[src/hdl/tccs_consts.svh]
/*
  Constants of the timer count-clock selector: register byte offsets,
  field positions, reset values and prescaler tap positions.
  Assumes inclusion by bare name from files that need these values.
*/
`ifndef TCCS_CONSTS_SVH
`define TCCS_CONSTS_SVH

// Register byte offsets
`define TCCS_OFF_CH2     8'h00
`define TCCS_OFF_CH3     8'h04
`define TCCS_OFF_CH4     8'h08
`define TCCS_OFF_CH5     8'h0C
`define TCCS_OFF_STATUS  8'h10

// Control register field positions
`define TCCS_PRIM_LSB    0
`define TCCS_EXT_LSB     3
`define TCCS_PHASE_BIT   6
`define TCCS_EDGE_LSB    6

// Control register reset value
`define TCCS_CTL_RESET   8'h00

// Prescaler width and tap shifts (divide by 2**shift)
`define TCCS_PRE_WIDTH   10
`define TCCS_SH_D2       1
`define TCCS_SH_D4       2
`define TCCS_SH_D8       3
`define TCCS_SH_D16      4
`define TCCS_SH_D32      5
`define TCCS_SH_D64      6
`define TCCS_SH_D256     8
`define TCCS_SH_D1024    10

`endif

[src/hdl/tccs_pkg.sv]
/*
  Types of the timer count-clock selector.
  Assumes nothing of its surroundings.
*/
package tccs_pkg;

  // Count clock source chosen by the select fields
  typedef enum logic [3:0] {
    TCCS_SRC_D1    = 4'h0,
    TCCS_SRC_D2    = 4'h1,
    TCCS_SRC_D4    = 4'h2,
    TCCS_SRC_D8    = 4'h3,
    TCCS_SRC_D16   = 4'h4,
    TCCS_SRC_D32   = 4'h5,
    TCCS_SRC_D64   = 4'h6,
    TCCS_SRC_D256  = 4'h7,
    TCCS_SRC_D1024 = 4'h8,
    TCCS_SRC_PINA  = 4'h9,
    TCCS_SRC_PINB  = 4'hA,
    TCCS_SRC_PINC  = 4'hB,
    TCCS_SRC_PIN1A = 4'hC,
    TCCS_SRC_NONE  = 4'hF
  } tccs_src_t;

endpackage

[src/hdl/tccs_pin_edge.sv]
/*
  Two-flop synchroniser and edge detector for a group of pins.
  Assumes pins are asynchronous to sys_clk; pinRise and pinFall are one-cycle pulses.
*/
`timescale 1ns/1ps
`default_nettype none

module tccs_pin_edge #(
  parameter int WIDTH = 4
) (
  // Clock and reset
  input  wire logic             sys_clk,
  input  wire logic             nrst,
  // Pins
  input  wire logic [WIDTH-1:0] pinIn,
  // Synchronised level and edges
  output logic      [WIDTH-1:0] pinLevel,
  output logic      [WIDTH-1:0] pinRise,
  output logic      [WIDTH-1:0] pinFall
);

  logic [WIDTH-1:0] meta;
  logic [WIDTH-1:0] sync;
  logic [WIDTH-1:0] prev;

  // Refuse a pin group that the logic cannot serve
  if (WIDTH < 1) $error("tccs_pin_edge: WIDTH must be at least 1");

  always_ff @(posedge sys_clk) begin
    if (!nrst) begin
      meta <= '0;
      sync <= '0;
      prev <= '0;
    end else begin
      meta <= pinIn;
      sync <= meta;
      prev <= sync;
    end
  end

  assign pinLevel = sync;
  assign pinRise  = sync & ~prev;
  assign pinFall  = ~sync & prev;

endmodule

`default_nettype wire

[src/hdl/tccs_top.sv]
/*
  Count-clock selector for timer channels two to five with APB registers.
  Assumes an APB master on sys_clk and external count pins that are
  asynchronous; count enables go to channel counters on the same clock.
*/
`timescale 1ns/1ps
`default_nettype none
`include "tccs_consts.svh"

// Summary of operation
// RULE1 - With extended select zero, primary codes 0 to 3 count on the clock divided by 1, 4, 16 and 64.
// RULE2 - Extended codes 1, 2 and 3 count on the clock divided by 2, 8 and 32 whatever the primary code.
// RULE3 - On channel two, primary codes 4, 5 and 6 count on edges of external pins A, B and C.
// RULE4 - On channel two, primary code 7 counts on the clock divided by 1024.
// RULE5 - On channel two, extended code 4 divides by 256 and codes 5 to 7 are prohibited.
// RULE6 - On channels three and four, primary 4 to 7 give divide by 256, 1024, pin A and pin B, and extended 4 to 7 are prohibited.
// RULE7 - Channel five has a two-bit primary code; extended 4 divides by 256, 5 by 1024, 6 is prohibited and 7 counts the channel-one A pin.
// RULE8 - In phase counting mode channel two ignores the selection and counts from the phase inputs.
// RULE9 - Software changes the extended select only while the channel counter is stopped.
// RULE10 - On channel five an edge field picks rising, falling or both edges of the channel-one A pin.
// RULE11 - Divided clocks are one-cycle enables from one free-running prescaler, and pins are synchronised and edge-detected.
module tccs_top
  import tccs_pkg::*;
#(
  parameter int PRE_W = `TCCS_PRE_WIDTH
) (
  // Clock and reset
  input  wire logic        sys_clk,
  input  wire logic        nrst,
  // APB slave
  input  wire logic        psel,
  input  wire logic        penable,
  input  wire logic        pwrite,
  input  wire logic [7:0]  paddr,
  input  wire logic [31:0] pwdata,
  output logic      [31:0] prdata,
  output logic             pready,
  output logic             pslverr,
  // External count pins
  input  wire logic        extCountPinA,
  input  wire logic        extCountPinB,
  input  wire logic        extCountPinC,
  input  wire logic        chan1IoPinA,
  // Count enables to channels two to five, and channel two direction
  output logic      [3:0]  countEn,
  output logic             chan2CountUp
);

  logic [7:0]       ctl2, ctl3, ctl4, ctl5;
  logic [PRE_W-1:0] pre;
  logic [3:0]       pinLevel, pinRise, pinFall;
  logic [3:0]       prohib;
  logic [3:0]       next_countEn;
  logic             pin1aEv, phaseEv;
  tccs_src_t        src2, src3, src4, src5;
  logic             apbAccess;
  logic             wrEn;

  // The widest tap needs the full prescaler width
  if (PRE_W < `TCCS_SH_D1024) $error("tccs_top: PRE_W too small");

  // Pins: 0 = A, 1 = B, 2 = C, 3 = channel-one A
  tccs_pin_edge #(.WIDTH(4)) uPins (
    .sys_clk  (sys_clk),
    .nrst     (nrst),
    .pinIn    ({chan1IoPinA, extCountPinC, extCountPinB, extCountPinA}),
    .pinLevel (pinLevel),
    .pinRise  (pinRise),
    .pinFall  (pinFall)
  ); // RULE11

  // Free-running prescaler
  always_ff @(posedge sys_clk) begin
    if (!nrst) pre <= '0;
    else pre <= pre + 1'b1; // RULE11
  end

  // Tap fires once every 2**sh cycles
  function automatic logic tap(input logic [PRE_W-1:0] p, input int sh);
    logic ok;
    ok = 1'b1;
    for (int i = 0; i < sh; i++) begin
      if (!p[i]) ok = 1'b0;
    end
    return ok;
  endfunction

  function automatic logic srcEn(input tccs_src_t s,
                                 input logic [PRE_W-1:0] p,
                                 input logic [3:0] ev);
    logic e;
    case (s)
      TCCS_SRC_D1:    e = 1'b1;
      TCCS_SRC_D2:    e = tap(p, `TCCS_SH_D2);
      TCCS_SRC_D4:    e = tap(p, `TCCS_SH_D4);
      TCCS_SRC_D8:    e = tap(p, `TCCS_SH_D8);
      TCCS_SRC_D16:   e = tap(p, `TCCS_SH_D16);
      TCCS_SRC_D32:   e = tap(p, `TCCS_SH_D32);
      TCCS_SRC_D64:   e = tap(p, `TCCS_SH_D64);
      TCCS_SRC_D256:  e = tap(p, `TCCS_SH_D256);
      TCCS_SRC_D1024: e = tap(p, `TCCS_SH_D1024);
      TCCS_SRC_PINA:  e = ev[0];
      TCCS_SRC_PINB:  e = ev[1];
      TCCS_SRC_PINC:  e = ev[2];
      TCCS_SRC_PIN1A: e = ev[3];
      default:        e = 1'b0;
    endcase
    return e;
  endfunction

  // Decode of the select fields per channel kind (0 = ch2, 1 = ch3/4, 2 = ch5)
  function automatic tccs_src_t decode(input logic [1:0] kind,
                                       input logic [7:0] c);
    logic [2:0] pr;
    logic [2:0] ex;
    tccs_src_t  s;
    pr = c[`TCCS_PRIM_LSB +: 3];
    ex = c[`TCCS_EXT_LSB +: 3];
    if (kind == 2'd2) pr[2] = 1'b0;
    s = TCCS_SRC_NONE;
    case (ex)
      3'h0: begin
        case (pr)
          3'h0: s = TCCS_SRC_D1; // RULE1
          3'h1: s = TCCS_SRC_D4; // RULE1
          3'h2: s = TCCS_SRC_D16; // RULE1
          3'h3: s = TCCS_SRC_D64; // RULE1
          3'h4: s = (kind == 2'd0) ? TCCS_SRC_PINA : TCCS_SRC_D256; // RULE3 RULE6
          3'h5: s = (kind == 2'd0) ? TCCS_SRC_PINB : TCCS_SRC_D1024; // RULE3 RULE6
          3'h6: s = (kind == 2'd0) ? TCCS_SRC_PINC : TCCS_SRC_PINA; // RULE3 RULE6
          default: s = (kind == 2'd0) ? TCCS_SRC_D1024 : TCCS_SRC_PINB; // RULE4 RULE6
        endcase
      end
      3'h1: s = TCCS_SRC_D2; // RULE2
      3'h2: s = TCCS_SRC_D8; // RULE2
      3'h3: s = TCCS_SRC_D32; // RULE2
      3'h4: s = (kind == 2'd1) ? TCCS_SRC_NONE : TCCS_SRC_D256; // RULE5 RULE6 RULE7
      3'h5: s = (kind == 2'd2) ? TCCS_SRC_D1024 : TCCS_SRC_NONE; // RULE5 RULE7
      3'h6: s = TCCS_SRC_NONE; // RULE5 RULE6 RULE7
      default: s = (kind == 2'd2) ? TCCS_SRC_PIN1A : TCCS_SRC_NONE; // RULE7
    endcase
    return s;
  endfunction

  // Channel five edge choice on the channel-one A pin
  always_comb begin
    case (ctl5[`TCCS_EDGE_LSB +: 2])
      2'b00:   pin1aEv = pinRise[3]; // RULE10
      2'b01:   pin1aEv = pinFall[3]; // RULE10
      default: pin1aEv = pinRise[3] | pinFall[3]; // RULE10
    endcase
  end

  assign phaseEv = pinRise[0] | pinFall[0] | pinRise[1] | pinFall[1];
  assign src2 = decode(2'd0, ctl2);
  assign src3 = decode(2'd1, ctl3);
  assign src4 = decode(2'd1, ctl4);
  assign src5 = decode(2'd2, ctl5);

  always_comb begin
    next_countEn[0] = ctl2[`TCCS_PHASE_BIT] ? phaseEv
                    : srcEn(src2, pre, {1'b0, pinRise[2:0]}); // RULE8
    next_countEn[1] = srcEn(src3, pre, {1'b0, pinRise[2:0]});
    next_countEn[2] = srcEn(src4, pre, {1'b0, pinRise[2:0]});
    next_countEn[3] = srcEn(src5, pre, {pin1aEv, 3'b000});
  end

  always_ff @(posedge sys_clk) begin
    if (!nrst) begin
      countEn      <= 4'h0;
      chan2CountUp <= 1'b1;
      prohib       <= 4'h0;
    end else begin
      countEn <= next_countEn; // RULE11
      prohib  <= {src5 == TCCS_SRC_NONE, src4 == TCCS_SRC_NONE,
                  src3 == TCCS_SRC_NONE,
                  (src2 == TCCS_SRC_NONE) && !ctl2[`TCCS_PHASE_BIT]};
      if (ctl2[`TCCS_PHASE_BIT] && phaseEv)
        chan2CountUp <= pinLevel[0] ^ ~pinLevel[1]; // RULE8
    end
  end

  // APB slave: one wait state, answer in the second access cycle
  assign apbAccess = psel && penable && !pready;
  assign wrEn      = psel && penable && pready && pwrite;

  always_ff @(posedge sys_clk) begin
    if (!nrst) begin
      pready  <= 1'b0;
      pslverr <= 1'b0;
      prdata  <= 32'h0000_0000;
    end else begin
      pready  <= apbAccess;
      pslverr <= 1'b0;
      prdata  <= 32'h0000_0000;
      if (apbAccess) begin
        if (paddr == `TCCS_OFF_CH2) prdata <= {24'h000000, ctl2};
        else if (paddr == `TCCS_OFF_CH3) prdata <= {24'h000000, ctl3};
        else if (paddr == `TCCS_OFF_CH4) prdata <= {24'h000000, ctl4};
        else if (paddr == `TCCS_OFF_CH5) prdata <= {24'h000000, ctl5};
        else if (paddr == `TCCS_OFF_STATUS)
          prdata <= {24'h000000, countEn, prohib};
        else pslverr <= 1'b1;
      end
    end
  end

  // Extended select is expected to change only while counting is stopped
  always_ff @(posedge sys_clk) begin
    if (!nrst) begin
      ctl2 <= `TCCS_CTL_RESET;
      ctl3 <= `TCCS_CTL_RESET;
      ctl4 <= `TCCS_CTL_RESET;
      ctl5 <= `TCCS_CTL_RESET;
    end else if (wrEn) begin // RULE9
      if (paddr == `TCCS_OFF_CH2) ctl2 <= {1'b0, pwdata[6:0]};
      else if (paddr == `TCCS_OFF_CH3) ctl3 <= {2'b00, pwdata[5:0]};
      else if (paddr == `TCCS_OFF_CH4) ctl4 <= {2'b00, pwdata[5:0]};
      else if (paddr == `TCCS_OFF_CH5) ctl5 <= {pwdata[7:3], 1'b0, pwdata[1:0]};
    end
  end
endmodule

`default_nettype wire

[config.mk]
export PLATFORM = sky130hd
export DESIGN_NAME = tccs_top
export DESIGN_NICKNAME = d
export VERILOG_FILES = /design/src/hdl/tccs_pkg.sv /design/src/hdl/tccs_pin_edge.sv /design/src/hdl/tccs_top.sv
export VERILOG_INCLUDE_DIRS = /design/src /design/src/hdl
export SDC_FILE = /design/constraint.sdc
export NUM_CORES = 1
export LEC_CHECK = 0
export BUFFER_PORTS_ARGS = -buffer_cell sky130_fd_sc_hd__buf_2
export CAP_MARGIN = 20
export CORE_ASPECT_RATIO = 2
export CORE_UTILIZATION = 48
export CTS_CLUSTER_DIAMETER = 200
export DETAILED_ROUTE_END_ITERATION = 8
export HOLD_SLACK_MARGIN = 0.1
export PLACE_DENSITY_LB_ADDON = 0.3
export SLEW_MARGIN = 5
export SYNTH_ARGS = -nofsm -noshare
export SYNTH_HDL_FRONTEND = slang
export SYNTH_SLANG_ARGS = --single-unit
[constraint.sdc]
create_clock -name sys_clk -period 1.8 [get_ports sys_clk]
set_input_delay 0.18 -clock sys_clk [delete_from_list [all_inputs] [get_ports sys_clk]]
set_output_delay 0.18 -clock sys_clk [all_outputs]
set_load 0.005 [all_outputs]
[Yosys cells after proc, flatten, opt, wreduce, memory -nomap -nowiden]
Cells that the tools add are included.
Operators by class
  eq/ne operators: 88
  div/mod/pow operators: 0
  $add $sub $neg: 1
  reduce and logical (&&, ||, !) cells: 29
  multiplexer cells: 30
  order comparisons: 0
  bitwise operators: 16
  multipliers: 0
  shift operators: 0
Operators by type and width (count)
  one-hot mux 4 bit (7 select lines): 4
  == test 4 bit, second input constant: 18
  == test 4 x 3 -> 1 bit, second input constant: 16
  one-hot mux 4 bit (4 select lines): 3
  == test 3 x 2 -> 1 bit, second input constant: 14
  == test 3 bit, second input constant: 13
  one-hot mux 1 bit (12 select lines): 3
  == test 4 x 2 -> 1 bit, second input constant: 8
  zero test 3 bit: 8
  == test 3 x 1 -> 1 bit, second input constant: 7
  2-to-1 mux 7 bit: 3
  one-hot mux 4 bit (5 select lines): 1
  == test 4 x 1 -> 1 bit, second input constant: 4
  == test 8 x 4 -> 1 bit, second input constant: 2
  zero test 4 bit: 4
  2-to-1 mux 8 bit: 2
  2-to-1 mux 1 bit: 12
  adder 10 x 1 -> 10 bit, second input constant: 1
  one-hot mux 1 bit (10 select lines): 1
  AND 4 bit: 2
  == test 8 x 3 -> 1 bit, second input constant: 1
  == test 8 x 5 -> 1 bit, second input constant: 1
  zero test 8 bit: 1
  inverter 4 bit: 2
  15 further kinds: 33
Word-level totals
  logic and storage cells: 180
  input bits: 49
  memory bits (writable): 0
  register bits after elaboration: 91
  memories kept: 0
  bits in latches: 0
  ROM bits: 0
  output and inout bits: 39

[Longest topological paths before layout]
  depth in word-level cells: 12
  gate-level depth with buffers: 8
  depth with buffers taken out: 8

[Modules after synthesis]
A second synthesis with hierarchy kept.
Unflattened totals
  cells, all modules: 417
  area, all modules: 3679.8 sq um
By module, submodules not included
  tccs_top: cells an instance 384, instances 1, area each 3293.2 sq um, seq. area each 1101.1 sq um
  tccs_pin_edge: cells an instance 33, instances 1, area each 386.6 sq um, seq. area each 240.2 sq um

[Worst setup path before layout]
Ideal clock, no wire load.
  kind: flip-flop to flip-flop
  start: reg pre[0]
  end: reg countEn[0]
  slack: -0.105 ns
  data arrival time: 1.813 ns
  stages on the path, launching flop included: 8
  buffers on the path: 0
  period minus slack after synthesis: 1.905 ns
  setup time: 0.092 ns
  data required time: 1.708 ns
  cell sequence: dfxtp_1 > ha_1 > ha_1 > nand2_1 > nor3_1 > mux4_2 > nor3_1 > nor4_1
On the way
  longest elaborated chain between the ends: 12
RTL lines
  start, declared: line tccs_top.sv:50  | logic [PRE_W-1:0] pre;
  start signal, assigned: line tccs_top.sv:75  | else pre <= pre + 1'b1;
  2-to-1 mux 1 bit (*): line tccs_top.sv:83  | if (!p[i]) ok = 1'b0;
  2-to-1 mux 1 bit
  2-to-1 mux 1 bit: line tccs_top.sv:83
  2-to-1 mux 1 bit (7 in a row)
  one-hot mux 1 bit (12 select lines) (*): line tccs_top.sv:92  | case (s)
  2-to-1 mux 1 bit (*): line tccs_top.sv:161  | next_countEn[0] = ctl2[`TCCS_PHASE_BIT] ? phaseEv
  end signal, assigned: line tccs_top.sv:174  | countEn <= next_countEn;
  end, declared: line tccs_top.sv:45  | output logic [3:0] countEn,
Mark *: on every way between the ends. The rest lies on a longest branch, timed or not.
A chain may end at the register's enable or synchronous reset.

[Final worst setup path]
  start: reg ctl3[0]
  end: reg countEn[1]
On the way
  longest elaborated chain between the ends: 5
  elaborated cells on any way between the ends: 22
  classes of those cells: 17 x eq/ne; 3 x mux; 2 x reduce/logical
RTL lines
  start, declared: line tccs_top.sv:49  | logic [7:0] ctl2, ctl3, ctl4, ctl5;
  start signal, assigned: line tccs_top.sv:212  | ctl3 <= `TCCS_CTL_RESET;
  start signal, assigned: line tccs_top.sv:217  | else if (paddr == `TCCS_OFF_CH3) ctl3 <= {2'b00, pwdata[5:0]};
  == test 3 bit (tied with other cells): line tccs_top.sv:123  | case (pr)
  one-hot mux 4 bit (7 select lines) (*): line tccs_top.sv:123
  one-hot mux 4 bit (4 select lines) (*): line tccs_top.sv:121  | case (ex)
  == test 4 bit (tied with other cells): line tccs_top.sv:92
  one-hot mux 1 bit (12 select lines) (*): line tccs_top.sv:92
Marks and branches as above.

==> impl_metrics.env <==
export IMPL_fp_dieW_um=63.4
export IMPL_finalNetCount=545
export IMPL_min_path_cells=3
export IMPL_port_buffers=39
export IMPL_die_area_um2=7900
export IMPL_yosys_cell_count_top_type="dfxtp_1"
export IMPL_cts_num_sinks=67
export IMPL_ys_top_cells_by_count="67 x dfxtp_1, 36 x mux2i_1, 34 x nor2b_1"
export IMPL_viasPerCell=5.52
export IMPL_hold_class="primary input to flip-flop"
export IMPL_first_pass_iters=4
export IMPL_remaining_drc_errors=0
export IMPL_drtIter0Drc=215
export IMPL_fin_crit_ns=1.72
export IMPL_clock_latency_ns=0.34
export IMPL_ys_seq_elements=67
export IMPL_fmax_mhz=583
export IMPL_status="finished, final reports clean"
export IMPL_synthArstFlopShare=0
export IMPL_layout_drive_gt1_share=0.252
export IMPL_r2r_slack_ns=0.08
export IMPL_wirelength_um=9780
export IMPL_synth_area_leader_cell="dfxtp_1"
export IMPL_power_total_mw=3.80
export IMPL_p_per_area_nw_per_um2=833
export IMPL_ys_seq_area_frac=0.371
export IMPL_clock_path_buffers=2
export IMPL_post_route_util=0.627
export IMPL_num_antenna_cells=0
export IMPL_whs_endpoint="ctl5[7]"
export IMPL_grt_max_degree=42
export IMPL_cts_tree="done"
export IMPL_hold_violations=0
export IMPL_drv_cap=0
export IMPL_wl_per_cell_um=16.6
export IMPL_ys_warn_count=0
export IMPL_place_gp_congestion=0.915
export IMPL_synth_ff_type="dfxtp_1"
export IMPL_path_clk_slew_ns=0.06
export IMPL_initial_core_util=0.497
export IMPL_track_usage=0.260
export IMPL_cp_arrival_ns=1.94
export IMPL_ant_nets=0
export IMPL_r2r_cells=7
export IMPL_crit_path_end_kind="flip-flop"
export IMPL_syn_avg_cell_area_um2=8.79
export IMPL_antenna_found_initial=0
export IMPL_setup_viol=0
export IMPL_hold_ws_ns=0.113
export IMPL_synth_area_leaders="dfxtp_1 37%, mux2i_1 10%, nor2b_1 5.9%"
export IMPL_cp_start_kind="flip-flop"
export IMPL_p_leak_nw=1.86
export IMPL_finalMaxSlewViolations=0
export IMPL_dpl_hpwl_um=7130
export IMPL_die_h_um=125
export IMPL_num_vias=3247
export IMPL_io_pins=88
export IMPL_min_from="pwdata[7]"
export IMPL_synthCells=411
export IMPL_r2r_end="countEn[1]"
export IMPL_coreArea_um2=7270
export IMPL_skew_ns=0.00445
export IMPL_gr_total_overflow=0
export IMPL_ctsRootBufferMaster="clkbuf_16"
export IMPL_vdd_drop_max_v=0.000641
export IMPL_period_share=0.953
export IMPL_rows=44
export IMPL_synth_edf_count=0
export IMPL_htreeDepth=3
export IMPL_rr_startpoint="ctl3[0]"
export IMPL_cts_buffers=9
export IMPL_syn_area_um2=3610
export IMPL_ys_types=59
export IMPL_crit_fanout=4
export IMPL_grt_pass1_wl_um=15500
export IMPL_crit_required_ns=2.03
export IMPL_synth_top_area_frac=0.371
export IMPL_first_global_vias=3109
export IMPL_syn2layout_area_growth_pct=26.1
export IMPL_criticalPathCategory="flip-flop to flip-flop"
repair_timing:
action | 4_1_cts | 5_1_grt
setup endpoints to repair | 0 | 4
buffers inserted | 0 | 3
gates resized for setup | 0 | 14
endpoints found under the hold margin | 4 | 0
hold buffers | 4 | 0
metal layers:
layer | global-route usage | part of all wire | up-vias
li1 | - | - | 1569
met2 | 0.452 | 0.52 | 129
met3 | 0.0375 | 0.039 | 30
met1 | 0.257 | 0.37 | 1519
met4 | 0.231 | 0.072 | 0
met5 | 0 | 0 | -
sequential cells by signal, indices dropped and copies added, names as in the netlist:
| register | count |
|---|---|
| ctl2 | 7 |
| uPins.meta | 4 |
| prdata | 8 |
| countEn | 4 |
| pready | 1 |
| uPins.pinLevel | 4 |
| ctl5 | 7 |
| pslverr | 1 |
| ctl4 | 6 |
| chan2CountUp | 1 |
| pre | 10 |
| prohib | 4 |
| ctl3 | 6 |
| uPins.prev | 4 |
cells in the final DEF, fill, tap and decap left out, types with 11 or more instances in the layout:
| cell type | instances |
|---|---|
| o21ai_0 | 15 |
| buf_4 | 44 |
| nor2_1 | 26 |
| conb_1 | 24 |
| a21oi_1 | 16 |
| nor3_1 | 11 |
| nand2_1 | 15 |
| buf_2 | 39 |
| mux2i_1 | 36 |
| and2_1 | 20 |
| nor2b_1 | 34 |
| inv_1 | 12 |
| dfxtp_1 | 63 |
worst max path at each step:
stage	start	endpoint	slack (ns)	depth (start not counted)
floorplan	pre[0]	countEn[0]	0.003	7
global placement	ctl3[1]	countEn[1]	0.1	6
detailed placement	pre[1]	countEn[2]	0.04	8
CTS	ctl3[0]	countEn[1]	0.02	7
global route	ctl3[0]	countEn[1]	-0.02	7
finish	ctl3[0]	countEn[1]	0.08	7
cells by family after synthesis:
kind of cell               Yosys count  share of synthesized area
AOI/OAI and AO/OA                   78                      0.146
xor gates and xnor gates             7                     0.0170
adders and majority gates            5                     0.0173
buffers and inverters               55                     0.0834
DFF                                 67                      0.371
muxes                               37                      0.106
other                                1                    0.00104
and+or+nand+nor                    161                      0.258
report_power, final:
part | switching [mW] | internal (mW) | total [mW]
Sequential | 0.0148 | 1.51 | 1.52
Combinational | 0.120 | 0.0913 | 0.211
Clock | 0.670 | 1.39 | 2.06
Total | 0.805 | 2.99 | 3.80
worst max-delay path, stage by stage (launching register included):
cell      delay [ns]
dfxtp_1         0.34
buf_4           0.16
nor2_1          0.15
a21oi_1         0.14
a21oi_2         0.26
mux2i_1         0.22
o21ai_1         0.08
o2111a_1        0.24
area by class of cell:
| cell class | instances | area, µm² |
|---|---|---|
| clock buffer | 10 | 239 |
| clock inverter | 6 | 111 |
| fill | 635 | 2710 |
| inverter | 13 | 48.8 |
| multi-input combinational | 312 | 2110 |
| sequential | 67 | 1350 |
| tap | 92 | 115 |
| timing repair buffer | 88 | 586 |
stage by stage:
stage	TNS, ns	area [µm²]	setup slack (ns)	instances
floorplan	0	3710	0.00320	434
global placement	0	4100	0.0970	565
detailed placement	0	4100	0.0418	565
CTS	0	4490	0.0181	585
global route	-0.0230	4560	-0.0230	588
finish	0	4560	0.0846	588
Power figures use the tool's default switching activity.
